===== src/core/cip_pkg.sv =====
// Shared constants and types of the interrupt prioritizer
package cip_pkg;
  // Source counts and vector numbering
  localparam int NUM_NMI = 2;
  localparam int NUM_IRQ = 16;
  localparam int IRQ_IDX_W = 4;
  localparam logic [7:0] NMI_VEC0 = 8'h01;
  localparam logic [7:0] IRQ_VEC0 = 8'h03;
  localparam logic [7:0] NO_ELEVATED = 8'h00;
  // Compact table slots
  localparam logic [7:0] CT_SLOT_NMI = 8'h01;
  localparam logic [7:0] CT_SLOT_HIGH = 8'h02;
  localparam logic [7:0] CT_SLOT_NORMAL = 8'h03;
  // Device build options
  localparam logic SMALL_FLASH = 1'b1;
  localparam logic PC_WIDE = 1'b0;
  localparam logic [15:0] VEC_WORDS = SMALL_FLASH ? 16'h0001 : 16'h0002;
  // First control register field positions
  localparam int VSEL_BIT = 6;
  localparam int CTE_BIT = 5;
  localparam int RPE_BIT = 0;
  // Change protection key and window, key value arbitrary
  localparam logic [7:0] IO_REGISTER_KEY = 8'h5a;
  localparam logic [2:0] PROT_WINDOW = 3'h4;
  // Reset values
  localparam logic [7:0] LPV_RESET = 8'h00;
  localparam logic [7:0] EVN_RESET = 8'h00;
  // Cycle counts of entry and return
  localparam logic [2:0] FINISH_CYC = 3'h1;
  localparam logic [2:0] PUSH_CYC = 3'h2;
  localparam logic [2:0] WAKE_CYC = 3'h5;
  localparam logic [2:0] ABS_JUMP_CYC = 3'h3;
  localparam logic [2:0] REL_JUMP_CYC = 3'h2;
  localparam logic [2:0] RET_SHORT_CYC = 3'h4;
  localparam logic [2:0] RET_LONG_CYC = 3'h5;
  localparam logic [2:0] JUMP_CYC = SMALL_FLASH ? REL_JUMP_CYC : ABS_JUMP_CYC;
  localparam logic [2:0] RET_CYC = PC_WIDE ? RET_LONG_CYC : RET_SHORT_CYC;

  // Control bits
  typedef struct packed {
    logic vector_base_select;
    logic compact_table_enable;
    logic rotating_priority_enable;
  } cip_ctrl_t;

  // Executing-level flags
  typedef struct packed {
    logic nonmaskable_executing;
    logic high_level_executing;
    logic normal_level_executing;
  } cip_status_t;

  // Arbitration result
  typedef struct packed {
    logic hit;
    logic [IRQ_IDX_W-1:0] idx;
  } cip_pick_t;

  // Entry and return sequencer states
  typedef enum logic [2:0] {
    ST_IDLE, ST_FINISH, ST_WAKE, ST_PUSH, ST_JUMP, ST_RET
  } cip_state_t;
endpackage : cip_pkg


===== src/core/cip_prioritizer.sv =====
// Three-level interrupt prioritizer with entry and return sequencing
`timescale 1ns/1ps
// Function
// - Taking an interrupt never clears the peripheral's own flag.
// - Vector base select bit chooses the vector table base.
// - Base select 0 uses application section start, 1 uses boot section start.
// - Awake response takes three cycles: finish instruction, then two push cycles.
// - Vector jump lasts three cycles absolute, two relative on small flash.
// - A multicycle instruction completes before the interrupt is served.
// - Wake from sleep adds five cycles to the response.
// - Return takes four or five cycles depending on counter width.
// - High level preempts normal handler; normal resumes after high returns.
// - Three levels: non-maskable, one optional high vector, then normal.
// - Elevated vector number names the high vector; zero disables high level.
// - Non-maskable taken regardless of global enable, never changes it.
// - Nothing preempts a running non-maskable handler.
// - Simultaneous non-maskable requests served lowest vector first.
// - Static order; lowest-priority vector resets to zero, vector one highest.
// - Writing Y makes Y lowest and Y+1 highest, wrapping around.
// - Round robin writes each acknowledged normal vector as lowest priority.
// - Compact table: non-maskable at 1, high at 2, all normal at 3.
// - Protected bits change only within four instructions after the key write.
// - Compact table enable is also key protected.
// - Level flags set while running or preempted, clear on return.
// - Controller halts with the CPU in debug halt, runs otherwise.
module cip_prioritizer
  import cip_pkg::*;
(
  // Clock and reset
  input wire logic clk,
  input wire logic rst,
  // Peripheral requests
  input wire logic [cip_pkg::NUM_IRQ-1:0] irq_req,
  input wire logic [cip_pkg::NUM_NMI-1:0] nmi_req,
  // CPU state
  input wire logic global_enable,
  input wire logic instr_boundary,
  input wire logic instr_retire,
  input wire logic cpu_sleeping,
  input wire logic return_from_interrupt,
  input wire logic debug_halt,
  // Section starts
  input wire logic [15:0] app_section_start,
  input wire logic [15:0] boot_section_start,
  // Configuration writes
  input wire logic ccp_wr,
  input wire logic [7:0] ccp_data,
  input wire logic ctrl_wr,
  input wire logic [7:0] ctrl_data,
  input wire logic lpv_wr,
  input wire logic [7:0] lpv_data,
  input wire logic evn_wr,
  input wire logic [7:0] evn_data,
  // Entry and return to the CPU
  output logic entry_busy,
  output logic push_pc,
  output logic vector_valid,
  output logic [15:0] vector_addr,
  output logic ack,
  output logic [7:0] ack_vector,
  output logic ret_busy,
  // State readback
  output cip_pkg::cip_ctrl_t ctrl,
  output cip_pkg::cip_status_t status,
  output logic [7:0] lowest_priority_vector,
  output logic [7:0] elevated_vector_number
);
  import cip_pkg::*;

  // Vector number of a normal request line
  function automatic logic [7:0] vec_of(input logic [IRQ_IDX_W-1:0] idx);
    vec_of = IRQ_VEC0 + {4'h0, idx};
  endfunction : vec_of

  // Rotating search: line after lpv ranks first, lpv ranks last
  function automatic cip_pick_t pick_l0(input logic [NUM_IRQ-1:0] req,
                                        input logic [7:0] lpv);
    logic [7:0] best;
    logic [7:0] key;
    pick_l0 = '0;
    best = 8'hff;
    key = 8'h00;
    for (int i = 0; i < NUM_IRQ; i++) begin
      key = vec_of(IRQ_IDX_W'(i)) - lpv - 8'h01;
      if (req[i] && (!pick_l0.hit || key < best)) begin
        pick_l0.hit = 1'b1;
        pick_l0.idx = IRQ_IDX_W'(i);
        best = key;
      end
    end
  endfunction : pick_l0

  cip_state_t state_reg, state_next;
  logic [2:0] cnt_reg, cnt_next;
  logic woke_reg, woke_next;
  cip_status_t st_reg, st_next;
  logic [7:0] lpv_reg, lpv_next;
  logic [7:0] evn_reg, evn_next;
  logic [15:0] vaddr_reg, vaddr_next;
  logic [7:0] avec_reg, avec_next;
  logic ack_reg, ack_next;

  logic [NUM_IRQ-1:0] high_mask;
  logic [NUM_IRQ-1:0] normal_req;
  logic high_req;
  cip_pick_t l0_pick;
  logic [7:0] nmi_vec;
  logic can_take, take_nmi, take_l1, take_l0, take_any, ret_ok;
  logic [7:0] take_vec, take_slot;
  logic [15:0] base;

  // Control bits; base select and compact table key protected
  cip_prot_unit cip_prot_unit_inst (
    .clk(clk),
    .rst(rst),
    .halt(debug_halt),
    .instr_retire(instr_retire),
    .ccp_wr(ccp_wr),
    .ccp_data(ccp_data),
    .ctrl_wr(ctrl_wr),
    .ctrl_data(ctrl_data),
    .ctrl(ctrl)
  );

  // Split requests into high and normal levels
  always_comb begin
    for (int i = 0; i < NUM_IRQ; i++) begin
      high_mask[i] = (evn_reg != NO_ELEVATED) && (vec_of(IRQ_IDX_W'(i)) == evn_reg);
    end
    high_req = |(irq_req & high_mask);
    normal_req = irq_req & ~high_mask;
    l0_pick = pick_l0(normal_req, lpv_reg);
  end

  // Fixed order among non-maskable lines, lowest vector wins
  always_comb begin
    nmi_vec = NMI_VEC0;
    for (int i = NUM_NMI - 1; i >= 0; i--) begin
      if (nmi_req[i]) begin
        nmi_vec = NMI_VEC0 + 8'(i);
      end
    end
  end

  // Acceptance only at an instruction boundary while idle
  assign can_take = state_reg == ST_IDLE && instr_boundary && !debug_halt;
  assign take_nmi = can_take && (|nmi_req) && !st_reg.nonmaskable_executing;
  assign take_l1 = can_take && !take_nmi && global_enable && high_req
                   && !st_reg.nonmaskable_executing && !st_reg.high_level_executing;
  assign take_l0 = can_take && !take_nmi && !take_l1 && global_enable && l0_pick.hit
                   && !st_reg.nonmaskable_executing && !st_reg.high_level_executing
                   && !st_reg.normal_level_executing;
  assign take_any = take_nmi || take_l1 || take_l0;
  assign ret_ok = state_reg == ST_IDLE && return_from_interrupt && !debug_halt
                  && (|st_reg);

  // Vector number and table slot of the winner
  always_comb begin
    take_vec = vec_of(l0_pick.idx);
    take_slot = ctrl.compact_table_enable ? CT_SLOT_NORMAL : take_vec;
    if (take_nmi) begin
      take_vec = nmi_vec;
      take_slot = ctrl.compact_table_enable ? CT_SLOT_NMI : nmi_vec;
    end else if (take_l1) begin
      take_vec = evn_reg;
      take_slot = ctrl.compact_table_enable ? CT_SLOT_HIGH : evn_reg;
    end
  end

  assign base = ctrl.vector_base_select ? boot_section_start : app_section_start;

  // Sequencer, level flags and priority registers
  always_comb begin
    state_next = state_reg;
    cnt_next = cnt_reg;
    woke_next = woke_reg;
    st_next = st_reg;
    lpv_next = lpv_reg;
    evn_next = evn_reg;
    vaddr_next = vaddr_reg;
    avec_next = avec_reg;
    ack_next = 1'b0;
    if (!debug_halt) begin
      if (lpv_wr) begin
        lpv_next = lpv_data;
      end
      if (evn_wr) begin
        evn_next = evn_data;
      end
      case (state_reg)
        ST_IDLE: begin
          if (take_any) begin
            // Peripheral flags are left alone; only the level flag is set
            state_next = ST_FINISH;
            cnt_next = FINISH_CYC - 3'h1;
            woke_next = cpu_sleeping;
            vaddr_next = base + 16'({8'h00, take_slot}) * VEC_WORDS;
            avec_next = take_vec;
            ack_next = 1'b1;
            if (take_nmi) begin
              st_next.nonmaskable_executing = 1'b1;
            end else if (take_l1) begin
              st_next.high_level_executing = 1'b1;
            end else begin
              st_next.normal_level_executing = 1'b1;
              if (ctrl.rotating_priority_enable) begin
                lpv_next = take_vec;
              end
            end
          end else if (ret_ok) begin
            state_next = ST_RET;
            cnt_next = RET_CYC - 3'h1;
          end
        end
        ST_FINISH: begin
          if (woke_reg) begin
            state_next = ST_WAKE;
            cnt_next = WAKE_CYC - 3'h1;
          end else begin
            state_next = ST_PUSH;
            cnt_next = PUSH_CYC - 3'h1;
          end
        end
        ST_WAKE: begin
          if (cnt_reg == 3'h0) begin
            state_next = ST_PUSH;
            cnt_next = PUSH_CYC - 3'h1;
          end else begin
            cnt_next = cnt_reg - 3'h1;
          end
        end
        ST_PUSH: begin
          if (cnt_reg == 3'h0) begin
            state_next = ST_JUMP;
            cnt_next = JUMP_CYC - 3'h1;
          end else begin
            cnt_next = cnt_reg - 3'h1;
          end
        end
        ST_JUMP: begin
          if (cnt_reg == 3'h0) begin
            state_next = ST_IDLE;
          end else begin
            cnt_next = cnt_reg - 3'h1;
          end
        end
        ST_RET: begin
          if (cnt_reg == 3'h0) begin
            state_next = ST_IDLE;
            // Innermost level returns; outer flags resume
            if (st_reg.nonmaskable_executing) begin
              st_next.nonmaskable_executing = 1'b0;
            end else if (st_reg.high_level_executing) begin
              st_next.high_level_executing = 1'b0;
            end else begin
              st_next.normal_level_executing = 1'b0;
            end
          end else begin
            cnt_next = cnt_reg - 3'h1;
          end
        end
        default: begin
          state_next = ST_IDLE;
        end
      endcase
    end
  end

  always_ff @(posedge clk) begin
    if (rst) begin
      state_reg <= ST_IDLE;
      cnt_reg <= 3'h0;
      woke_reg <= 1'b0;
      st_reg <= '0;
      lpv_reg <= LPV_RESET;
      evn_reg <= EVN_RESET;
      vaddr_reg <= 16'h0000;
      avec_reg <= 8'h00;
      ack_reg <= 1'b0;
    end else begin
      state_reg <= state_next;
      cnt_reg <= cnt_next;
      woke_reg <= woke_next;
      st_reg <= st_next;
      lpv_reg <= lpv_next;
      evn_reg <= evn_next;
      vaddr_reg <= vaddr_next;
      avec_reg <= avec_next;
      ack_reg <= ack_next;
    end
  end

  // Outputs
  assign entry_busy = state_reg inside {ST_FINISH, ST_WAKE, ST_PUSH, ST_JUMP};
  assign push_pc = state_reg == ST_PUSH;
  assign vector_valid = state_reg == ST_JUMP;
  assign ret_busy = state_reg == ST_RET;
  assign vector_addr = vaddr_reg;
  assign ack = ack_reg;
  assign ack_vector = avec_reg;
  assign status = st_reg;
  assign lowest_priority_vector = lpv_reg;
  assign elevated_vector_number = evn_reg;
endmodule : cip_prioritizer


===== src/core/cip_prot_unit.sv =====
// First control register; base select and compact table bits change protected
`timescale 1ns/1ps
module cip_prot_unit
  import cip_pkg::*;
(
  // Clock and reset
  input wire logic clk,
  input wire logic rst,
  input wire logic halt,
  // CPU instruction progress
  input wire logic instr_retire,
  // Key and control writes
  input wire logic ccp_wr,
  input wire logic [7:0] ccp_data,
  input wire logic ctrl_wr,
  input wire logic [7:0] ctrl_data,
  // Control bits
  output cip_pkg::cip_ctrl_t ctrl
);
  import cip_pkg::*;

  logic [2:0] win_reg, win_next;
  cip_ctrl_t ctrl_reg, ctrl_next;

  // Key window and protected bit update
  always_comb begin
    win_next = win_reg;
    ctrl_next = ctrl_reg;
    if (!halt) begin
      if (ccp_wr && ccp_data == IO_REGISTER_KEY) begin
        win_next = PROT_WINDOW;
      end else if (instr_retire && win_reg != 3'h0) begin
        win_next = win_reg - 3'h1;
      end
      if (ctrl_wr) begin
        ctrl_next.rotating_priority_enable = ctrl_data[RPE_BIT];
        if (win_reg != 3'h0) begin
          ctrl_next.vector_base_select = ctrl_data[VSEL_BIT];
          ctrl_next.compact_table_enable = ctrl_data[CTE_BIT];
          win_next = 3'h0;
        end
      end
    end
  end

  always_ff @(posedge clk) begin
    if (rst) begin
      win_reg <= 3'h0;
      ctrl_reg <= '0;
    end else begin
      win_reg <= win_next;
      ctrl_reg <= ctrl_next;
    end
  end

  assign ctrl = ctrl_reg;
endmodule : cip_prot_unit


===== config.mk =====
export PLATFORM = sky130hd
export DESIGN_NAME = cip_prioritizer
export DESIGN_NICKNAME = d
export VERILOG_FILES = /design/src/core/cip_pkg.sv /design/src/core/cip_prioritizer.sv /design/src/core/cip_prot_unit.sv
export SDC_FILE = /design/constraint.sdc
export NUM_CORES = 1
export LEC_CHECK = 0
export BUFFER_PORTS_ARGS = -buffer_cell sky130_fd_sc_hd__buf_4
export CORE_UTILIZATION = 30
export CTS_CLUSTER_DIAMETER = 50
export DETAILED_ROUTE_END_ITERATION = 16
export PLACE_DENSITY = 0.44
export SLEW_MARGIN = 25
export SYNTH_ARGS = -nofsm -noshare
export SYNTH_HDL_FRONTEND = slang
export SYNTH_SLANG_ARGS = --single-unit

===== constraint.sdc =====
create_clock -name clk -period 103.9 [get_ports clk]
set_input_delay 10.39 -clock clk [delete_from_list [all_inputs] [get_ports clk]]
set_output_delay 10.39 -clock clk [all_outputs]
set_load 0.02 [all_outputs]

# --- Yosys cells after proc, flatten, opt, wreduce, memory -nomap -nowiden ---
# Index checks and enable logic that the tools add are counted.
# Widths: inputs -> output; s select.
op_classes:
  addsub: 36
  order_cmp: 15
  eq_ne: 35
  n_mux: 74
  bitwise: 5
  n_reduce_logical: 111
op_table:
  columns: ["operator", "n"]
  rows:
  - ["$mux 8", 28]
  - ["$sub 8x1->8 const B", 16]
  - ["$lt 8x8->1", 15]
  - ["$mux 5", 17]
  - ["$eq 4x8->1 const A", 8]
  - ["$sub 4x8->8 const A", 8]
  - ["$logic_and 1x1->1", 51]
  - ["$mux 3", 16]
  - ["$and 16x16->16", 2]
  - ["$eq 3x8->1 const A", 4]
  - ["$sub 3x8->8 const A", 4]
  - ["$eq 5x8->1 const A", 3]
  - ["$sub 5x8->8 const A", 3]
  - ["$logic_not 1->1", 21]
  - ["$ne 2x2->1 const B", 9]
  - ["$logic_or 1x1->1", 17]
  - ["$add 16x8->16", 1]
  - ["$mux 16", 1]
  - ["$not 16->16", 1]
  - ["$reduce_or 16->1", 1]
  - ["$pmux 3 s5", 1]
  - ["$pmux 3 s4", 1]
  - ["$reduce_and 5->1", 2]
  - ["$eq 2x8->1 const A", 1]
  - ["other kinds (25)", 45]
word_totals:
  reg_bits: 57
  output_inout_bits: 51

# --- Logic depth before layout (Yosys ltp) ---
# Gate-level depths: netlist of run 1.
logic_depth:
  word_depth: 73
  ltp_mapped: 182

# --- By module ---
# A second synthesis of run 1 with hierarchy kept.
unflattened:
  hier_cells: 1291
  area_unflattened_um2: 9698.1
modules_own_cells:
  columns: ["module", "instances", "cells_each", "area_each_um2", "seq_area_each_um2"]
  rows:
  - ["cip_prioritizer", 1, 1246, 9317.7, 1021.0]
  - ["cip_prot_unit", 1, 45, 380.4, 120.1]

# --- Least setup slack after synthesis of run 1 ---
# Ideal clock, no wire load.
synth_path:
  path_type: "input-to-reg"
  start: "input irq_req[0] in the netlist's numbering"
  end: "register vaddr_reg[14], in the netlist vector_addr[14]"
  setup_time_ns: 0.086
  t_arrival_ns: 40.406
  setup_slack_ns: 63.408
  stages: 161
  path_cell_list: "o41ai_4 -> a21oi_1 -> ha_1 -> a21o_1 -> a221oi_1 -> a21oi_2 -> nor2_4 -> mux2i_1 -> inv_1 -> ha_1 -> a211oi_1 -> nor2_1 -> or3_1 -> o31a_1 -> clkbuf_1 -> mux2i_1 -> ha_1 -> a21oi_1 -> (+125 left out) -> o21ai_0 -> nand2_1 -> o21ai_0 -> a21oi_1 -> inv_1 -> fa_1 -> nor2b_1 -> o21ai_0 -> nand2b_1 -> a21o_1 -> a21o_1 -> a21o_1 -> a21oi_1 -> nor3_1 -> nand3b_1 -> nor3_1 -> xor2_1 -> a211oi_1"
synth_via:
  elab_chain_cells: 68
  elab_cells_between_ends: 112
  cone_classes: "add/sub (2); order compare (15); mux (34); bitwise (2); reduce/logical (59)"
synth_rtl:
  columns: ["item", "line_no", "source"]
  rows:
  - ["from (decl)", "cip_prioritizer.sv:33", "input wire logic [cip_pkg::NUM_IRQ-1:0] irq_req,"]
  - ["branches (longest 68 deep; another with $lt 8x8->1)", null, null]
  - ["to (signal assigned)", "cip_prioritizer.sv:287", "vaddr_reg <= vaddr_next;"]
  - ["to (decl)", "cip_prioritizer.sv:99", "logic [15:0] vaddr_reg, vaddr_next;"]
# Several ways; the timed one is not identified.
# A chain may end at the register's enable or synchronous reset.

# --- Worst setup path after layout of run 1 ---
# Ends and elaborated chain as after synthesis.

==> flow_metrics.env, run 1 <==
export IMPL_cp_start_kind="primary input"
export IMPL_rsz0062_at_grt="no"
export IMPL_crit_arrival_ns=47.98
export IMPL_cp_max_fo=17
export IMPL_clk_pin_slew_ns=0.05
export IMPL_period_needed_ns=47.74
export IMPL_ys_warnings_count=0
export IMPL_fp_dieW_um=185
export IMPL_max_slew_margin_pct=34.3
export IMPL_synth_area_um2=10100
export IMPL_hpwlAfterDp_um=31500
export IMPL_gp_congestion=0.898
export IMPL_core_um2=32800
export IMPL_reg2reg_slack_ns=64.49
export IMPL_cp_end_kind="register"
export IMPL_clock_skew_ns=0.00622
export IMPL_synthDistinctLibCells=101
export IMPL_cp_common_cell="a21o_1"
export IMPL_use_met3_pct=4.68
export IMPL_cp_slowest_cell="a2111oi_1"
export IMPL_slowest_delay_ns=0.74
export IMPL_syn_area_per_cell_um2=7.43
export IMPL_setup_violations_final=0
export IMPL_r2r_end="vector_addr[14]"
export IMPL_drt_iter0_markers=639
export IMPL_drc=0
export IMPL_clock_sinks=57
export IMPL_worstReg2RegStart="elevated_vector_number[1]"
export IMPL_diodes=0
export IMPL_finalSetupTns_ns=0
export IMPL_grt_start_max_net_pins=57
export IMPL_holdPathStages=2
export IMPL_synthFlopType="dfxtp_1"
export IMPL_worst_slack_ns=56.16
export IMPL_drv_cap=0
export IMPL_timing_critical_path_from="irq_req[0]"
export IMPL_post_cts_setup_buffers=0
export IMPL_clk_path_buf_depth=2
export IMPL_cts_tree="built"
export IMPL_hold_class="register to register"
export IMPL_cts_resized=0
export IMPL_worstMarginPinSlew_ns=0.976
export IMPL_finalMaxSlewViolations=0
export IMPL_fmax_mhz=20.9
export IMPL_syn2layout_area_growth_pct=17.7
export IMPL_status="finished clean"
export IMPL_overflow=0
export IMPL_grt_pass1_vias=10168
export IMPL_gr_usage_met1_pct=30.5
export IMPL_hold_violations=0
export IMPL_crit_end="vector_addr[14]"
export IMPL_drtPass1Iterations=5
export IMPL_ys_seq_area_share_pct=11.3
export IMPL_place_ws_ns=56.15
export IMPL_cts_root_buffer="clkbuf_16"
export IMPL_worst_setup_path_type="primary input to register"
export IMPL_antenna_found_initial=1
export IMPL_wl_per_cell_um=20.7
export IMPL_synth_seq_cells=57
export IMPL_ctsHoldBuffers=0
export IMPL_antenna_left=0
export IMPL_vias_per_cell=5.49
export IMPL_cts_buffers=9
export IMPL_met2_usage_pct=38.9
export IMPL_die_area_um2=34300
export IMPL_initial_utilization_pct=30.7
export IMPL_synth_edff_count=0
export IMPL_row_count=66
export IMPL_worstPathRequired_ns=104.14
export IMPL_vias=10483
export IMPL_finalCritPeriodShare_pct=45.9
export IMPL_ys_async_sr_fraction_pct=0
export IMPL_layout_nets=1690
export IMPL_io_buffer_count=139
export IMPL_drive_gt1_share_pct=16.6
export IMPL_clk_latency_ns=0.33
export IMPL_r2r_cells=157
export IMPL_track_usage_pct=23.3
export IMPL_io_pin_count=145
export IMPL_top_usage_layer="met2"
export IMPL_largest_reg_flops=16
export IMPL_grt_pass1_wl_um=60700
export IMPL_syn_inst=1356
export IMPL_wirelength_um=39400
export IMPL_cts_htree_levels=3
export IMPL_die_height_um=185
area by class of cell:
class | instances | area (µm²)
tap | 442 | 553
timing repair buffer | 157 | 1180
clock buffer | 14 | 274
inverter | 72 | 270
sequential | 57 | 1140
fill | 3556 | 20900
clock inverter | 2 | 35.0
multi-input combinational | 1165 | 8400
synth_stat cells (all sizes together), types with 4 or more instances:
master,n,area [µm²]
a211o,6,52.6
mux4,4,90.1
buf,16,98.8
nand3,23,115
nand3b,7,65.1
xnor2,61,534
dfxtp,57,1140
and2,15,93.8
a22oi,4,30.0
o21a,24,180
or2,13,81.3
xor2,24,210
nor2,139,532
nand2b,19,119
a2111oi,7,87.6
o211ai,7,52.6
ha,133,1660
a31o,4,35.0
nor2b,31,194
mux2,23,259
or3,8,50.1
mux2i,35,350
nor3b,9,67.6
and3,14,87.6
a31oi,20,140
o2111ai,8,70.1
nor4,7,43.8
o21ai,84,424
clkbuf,48,180
a21o,48,360
nor3,23,120
inv,72,270
a21oi,105,544
nand2,117,442
nand4,18,113
o31ai,22,220
a21boi,7,52.6
a211oi,26,213
o31a,11,96.3
stage by stage:
step                cells  hold slack (ns)  utilization, %  instance area [µm²]
floorplan            1358            0.445               -                10100
detailed placement   1893            0.447            35.2                11500
global route         1909            0.487            36.2                11900
CTS                  1909            0.453            36.1                11800
global placement     1893            0.440            35.2                11500
finish               1909            0.450            36.2                11900
worst max-delay path: cells and delay by family:
family	cells	cell delay [ns]
AND/OR/NAND/NOR	38	7.70
buffers and inverters	11	1.32
AO/OA/AOI/OAI	84	21.28
XOR/XNOR	1	0.09
adder cells (fa/ha/maj)	17	5.04
multiplexers	6	1.99
placed cells by master, fill, tap and decap left out, types with 14 or more instances in the layout:
cell type and count:
buf_4 157, nor2_1 137, ha_1 133, nand2_1 116
a21oi_1 102, o21ai_0 75, inv_1 70, xnor2_1 61
dfxtp_1 57, a21o_1 48, mux2i_1 35, nor2b_1 30
xor2_1 24, a211oi_1 24, o21a_1 24, mux2_2 23
nand3_1 22, nor3_1 22, nand2b_1 19, a31oi_1 19
nand4_1 18, o31ai_1 18, and3_1 14, and2_1 14
kinds of logic (layout without fill, tap and decap cells):
group,Yosys count,after routing,share of synthesized area [%]
other cells,1,3,0.0372
flops,57,57,11.3
xor+xnor,85,85,7.39
buf+inv,136,245,5.45
compound gates,423,423,29.6
simple gates,458,458,22.5
mux,62,62,6.95
fa+ha+maj,134,134,16.7
per-layer routing:
metal,vias to the layer above,share of wire (%)
met1,4986,46
met4,2,1.7
li1,5182,-
met3,28,6.1
met2,285,46
met5,-,0.043
how the worst min path moves through the flow:
stage	start	to	slack (ns)
final	vector_addr[7]	vector_addr[7]	0.45
after global routing	vector_addr[11]	vector_addr[11]	0.49
after CTS	vector_addr[7]	vector_addr[7]	0.45
after detailed placement	vector_addr[7]	vector_addr[7]	0.45
after global placement	vector_addr[4]	vector_addr[4]	0.44
after floorplan	woke_reg	woke_reg	0.45
Power of run 1 is left out: the tool's default activity adds up to more than one toggle a clock period on the data nets, which glitch-free logic cannot reach.
==> inputs of run 2 (changes only) <==
==> constraint.sdc (replaced) <==
create_clock -name clk -period 47 [get_ports clk]
set_input_delay 4.7 -clock clk [delete_from_list [all_inputs] [get_ports clk]]
set_output_delay 4.7 -clock clk [all_outputs]
set_load 0.02 [all_outputs]
==> run 2 against run 1 <==
Against the previous run:
- worst hold slack about the same
- die area unchanged
- clock skew about the same
- register-to-register slack got worse by 57 ns
- first-iteration DRC count increased by 1.9%
- core utilization about the same
- cell count about the same
- setup slack got worse by 51 ns
- non-clock buffer count unchanged
- critical path depth decreased by 2
- critical endpoint unchanged
==> flow_metrics.env, run 2 (synthesized netlist as in run 1, its figures left out) <==
export IMPL_drc=0
export IMPL_track_usage_pct=23.2
export IMPL_gp_congestion=0.898
export IMPL_setup_violations_final=0
export IMPL_drtPass1Iterations=5
export IMPL_drive_gt1_share_pct=16.6
export IMPL_r2r_cells=155
export IMPL_place_area_um2=11500
export IMPL_reg2reg_slack_ns=7.78
export IMPL_worstPathRequired_ns=47.17
export IMPL_cp_end_kind="register"
export IMPL_fin_area_um2=11800
export IMPL_clk_pin_slew_ns=0.05
export IMPL_hold_class="register to register"
export IMPL_cts_resized=0
export IMPL_diodes=0
export IMPL_worst_setup_path_type="primary input to register"
export IMPL_post_cts_setup_buffers=0
export IMPL_clk_latency_ns=0.32
export IMPL_hpwlAfterDp_um=31400
export IMPL_cts_htree_levels=3
export IMPL_row_count=66
export IMPL_io_pin_count=145
export IMPL_die_height_um=185
export IMPL_finalMaxSlewViolations=0
export IMPL_grt_pass1_vias=10294
export IMPL_fin_util_pct=36.1
export IMPL_clk_path_buf_depth=2
export IMPL_holdPathStages=2
export IMPL_rsz0062_at_grt="no"
export IMPL_final_cell_mix="157 x buf_4, 137 x nor2_1, 133 x ha_1"
export IMPL_fp_dieW_um=185
export IMPL_core_um2=32800
export IMPL_cts_tree="built"
export IMPL_cp_slowest_cell="a2111oi_1"
export IMPL_grt_start_max_net_pins=57
export IMPL_syn2layout_area_growth_pct=17.6
export IMPL_cp_start_kind="primary input"
export IMPL_grt_pass1_wl_um=60600
export IMPL_io_buffer_count=139
export IMPL_die_area_um2=34300
export IMPL_vias_per_cell=5.48
export IMPL_finalCritPeriodShare_pct=89.1
export IMPL_crit_arrival_ns=42.05
export IMPL_finalSetupTns_ns=0
export IMPL_max_slew_margin_pct=32.3
export IMPL_fmax_mhz=23.9
export IMPL_status="finished clean"
export IMPL_drt_iter0_markers=651
export IMPL_antenna_found_initial=1
export IMPL_overflow=0
export IMPL_period_needed_ns=41.88
export IMPL_cp_max_fo=17
export IMPL_worstMarginPinSlew_ns=1.01
export IMPL_cts_root_buffer="clkbuf_16"
export IMPL_slowest_delay_ns=0.70
export IMPL_wl_per_cell_um=20.6
export IMPL_clock_skew_ns=0.00590
export IMPL_cts_buffers=9
export IMPL_wirelength_um=39400
export IMPL_ctsHoldBuffers=0
export IMPL_antenna_left=0
export IMPL_layout_nets=1690
export IMPL_vias=10464
export IMPL_layout_commonest_cell="buf_4"
export IMPL_largest_reg_flops=16
export IMPL_drv_cap=0
export IMPL_clock_sinks=57
export IMPL_cp_common_cell="a21o_1"
export IMPL_hold_violations=0
export IMPL_initial_utilization_pct=30.7
-- run 2: cell count changes in the layout (fill, tap and decap cells not counted), sizes merged --
cell,delta
clkbuf,-2
clkinv,+1
-- run 2: path summary, 6_finish.rpt --
path / start / endpoint
worst min register to register: vector_addr[7] / vector_addr[7]
worst max-delay path: irq_req[0] / vector_addr[14]
worst min-delay path: vector_addr[7] / vector_addr[7]
worst max register to register: elevated_vector_number[1] / vector_addr[14]
-- run 2: area by class of cell --
| type | instances | area, µm² |
|---|---|---|
| fillers | 3595 | 20900 |
| multi-input cells | 1165 | 8400 |
| repair buffers | 157 | 1180 |
| flip-flops and latches | 57 | 1140 |
| well taps | 442 | 553 |
| inverters | 72 | 270 |
| clock buffers | 12 | 256 |
| clock inverters | 3 | 40.0 |
-- run 2: per-stage QoR --
step,hold WS [ns],setup slack [ns],instances
after floorplan,0.445,12.20,1358
after global placement,0.440,4.92,1893
after detailed placement,0.447,5.07,1893
after CTS,0.452,5.24,1908
after global routing,0.477,2.23,1908
final,0.451,5.12,1908
-- run 2: critical path: cells and delay by family --
kind	cells	cell delay (ns)
buffers and inverters	10	1.30
AND/OR/NAND/NOR	35	7.13
XOR/XNOR	1	0.17
multiplexers	6	2.01
AO/OA/AOI/OAI	86	21.61
adder cells (fa/ha/maj)	17	5.03
-- run 2: per-layer routing --
layer / global-route usage (%) / routed length [µm]
met1: 29.8 / 17900
met2: 38.0 / 17600
met3: 5.84 / 2920
met4: 6.51 / 960
met5: 0 / 13
Power of run 2 is left out for the same reason.
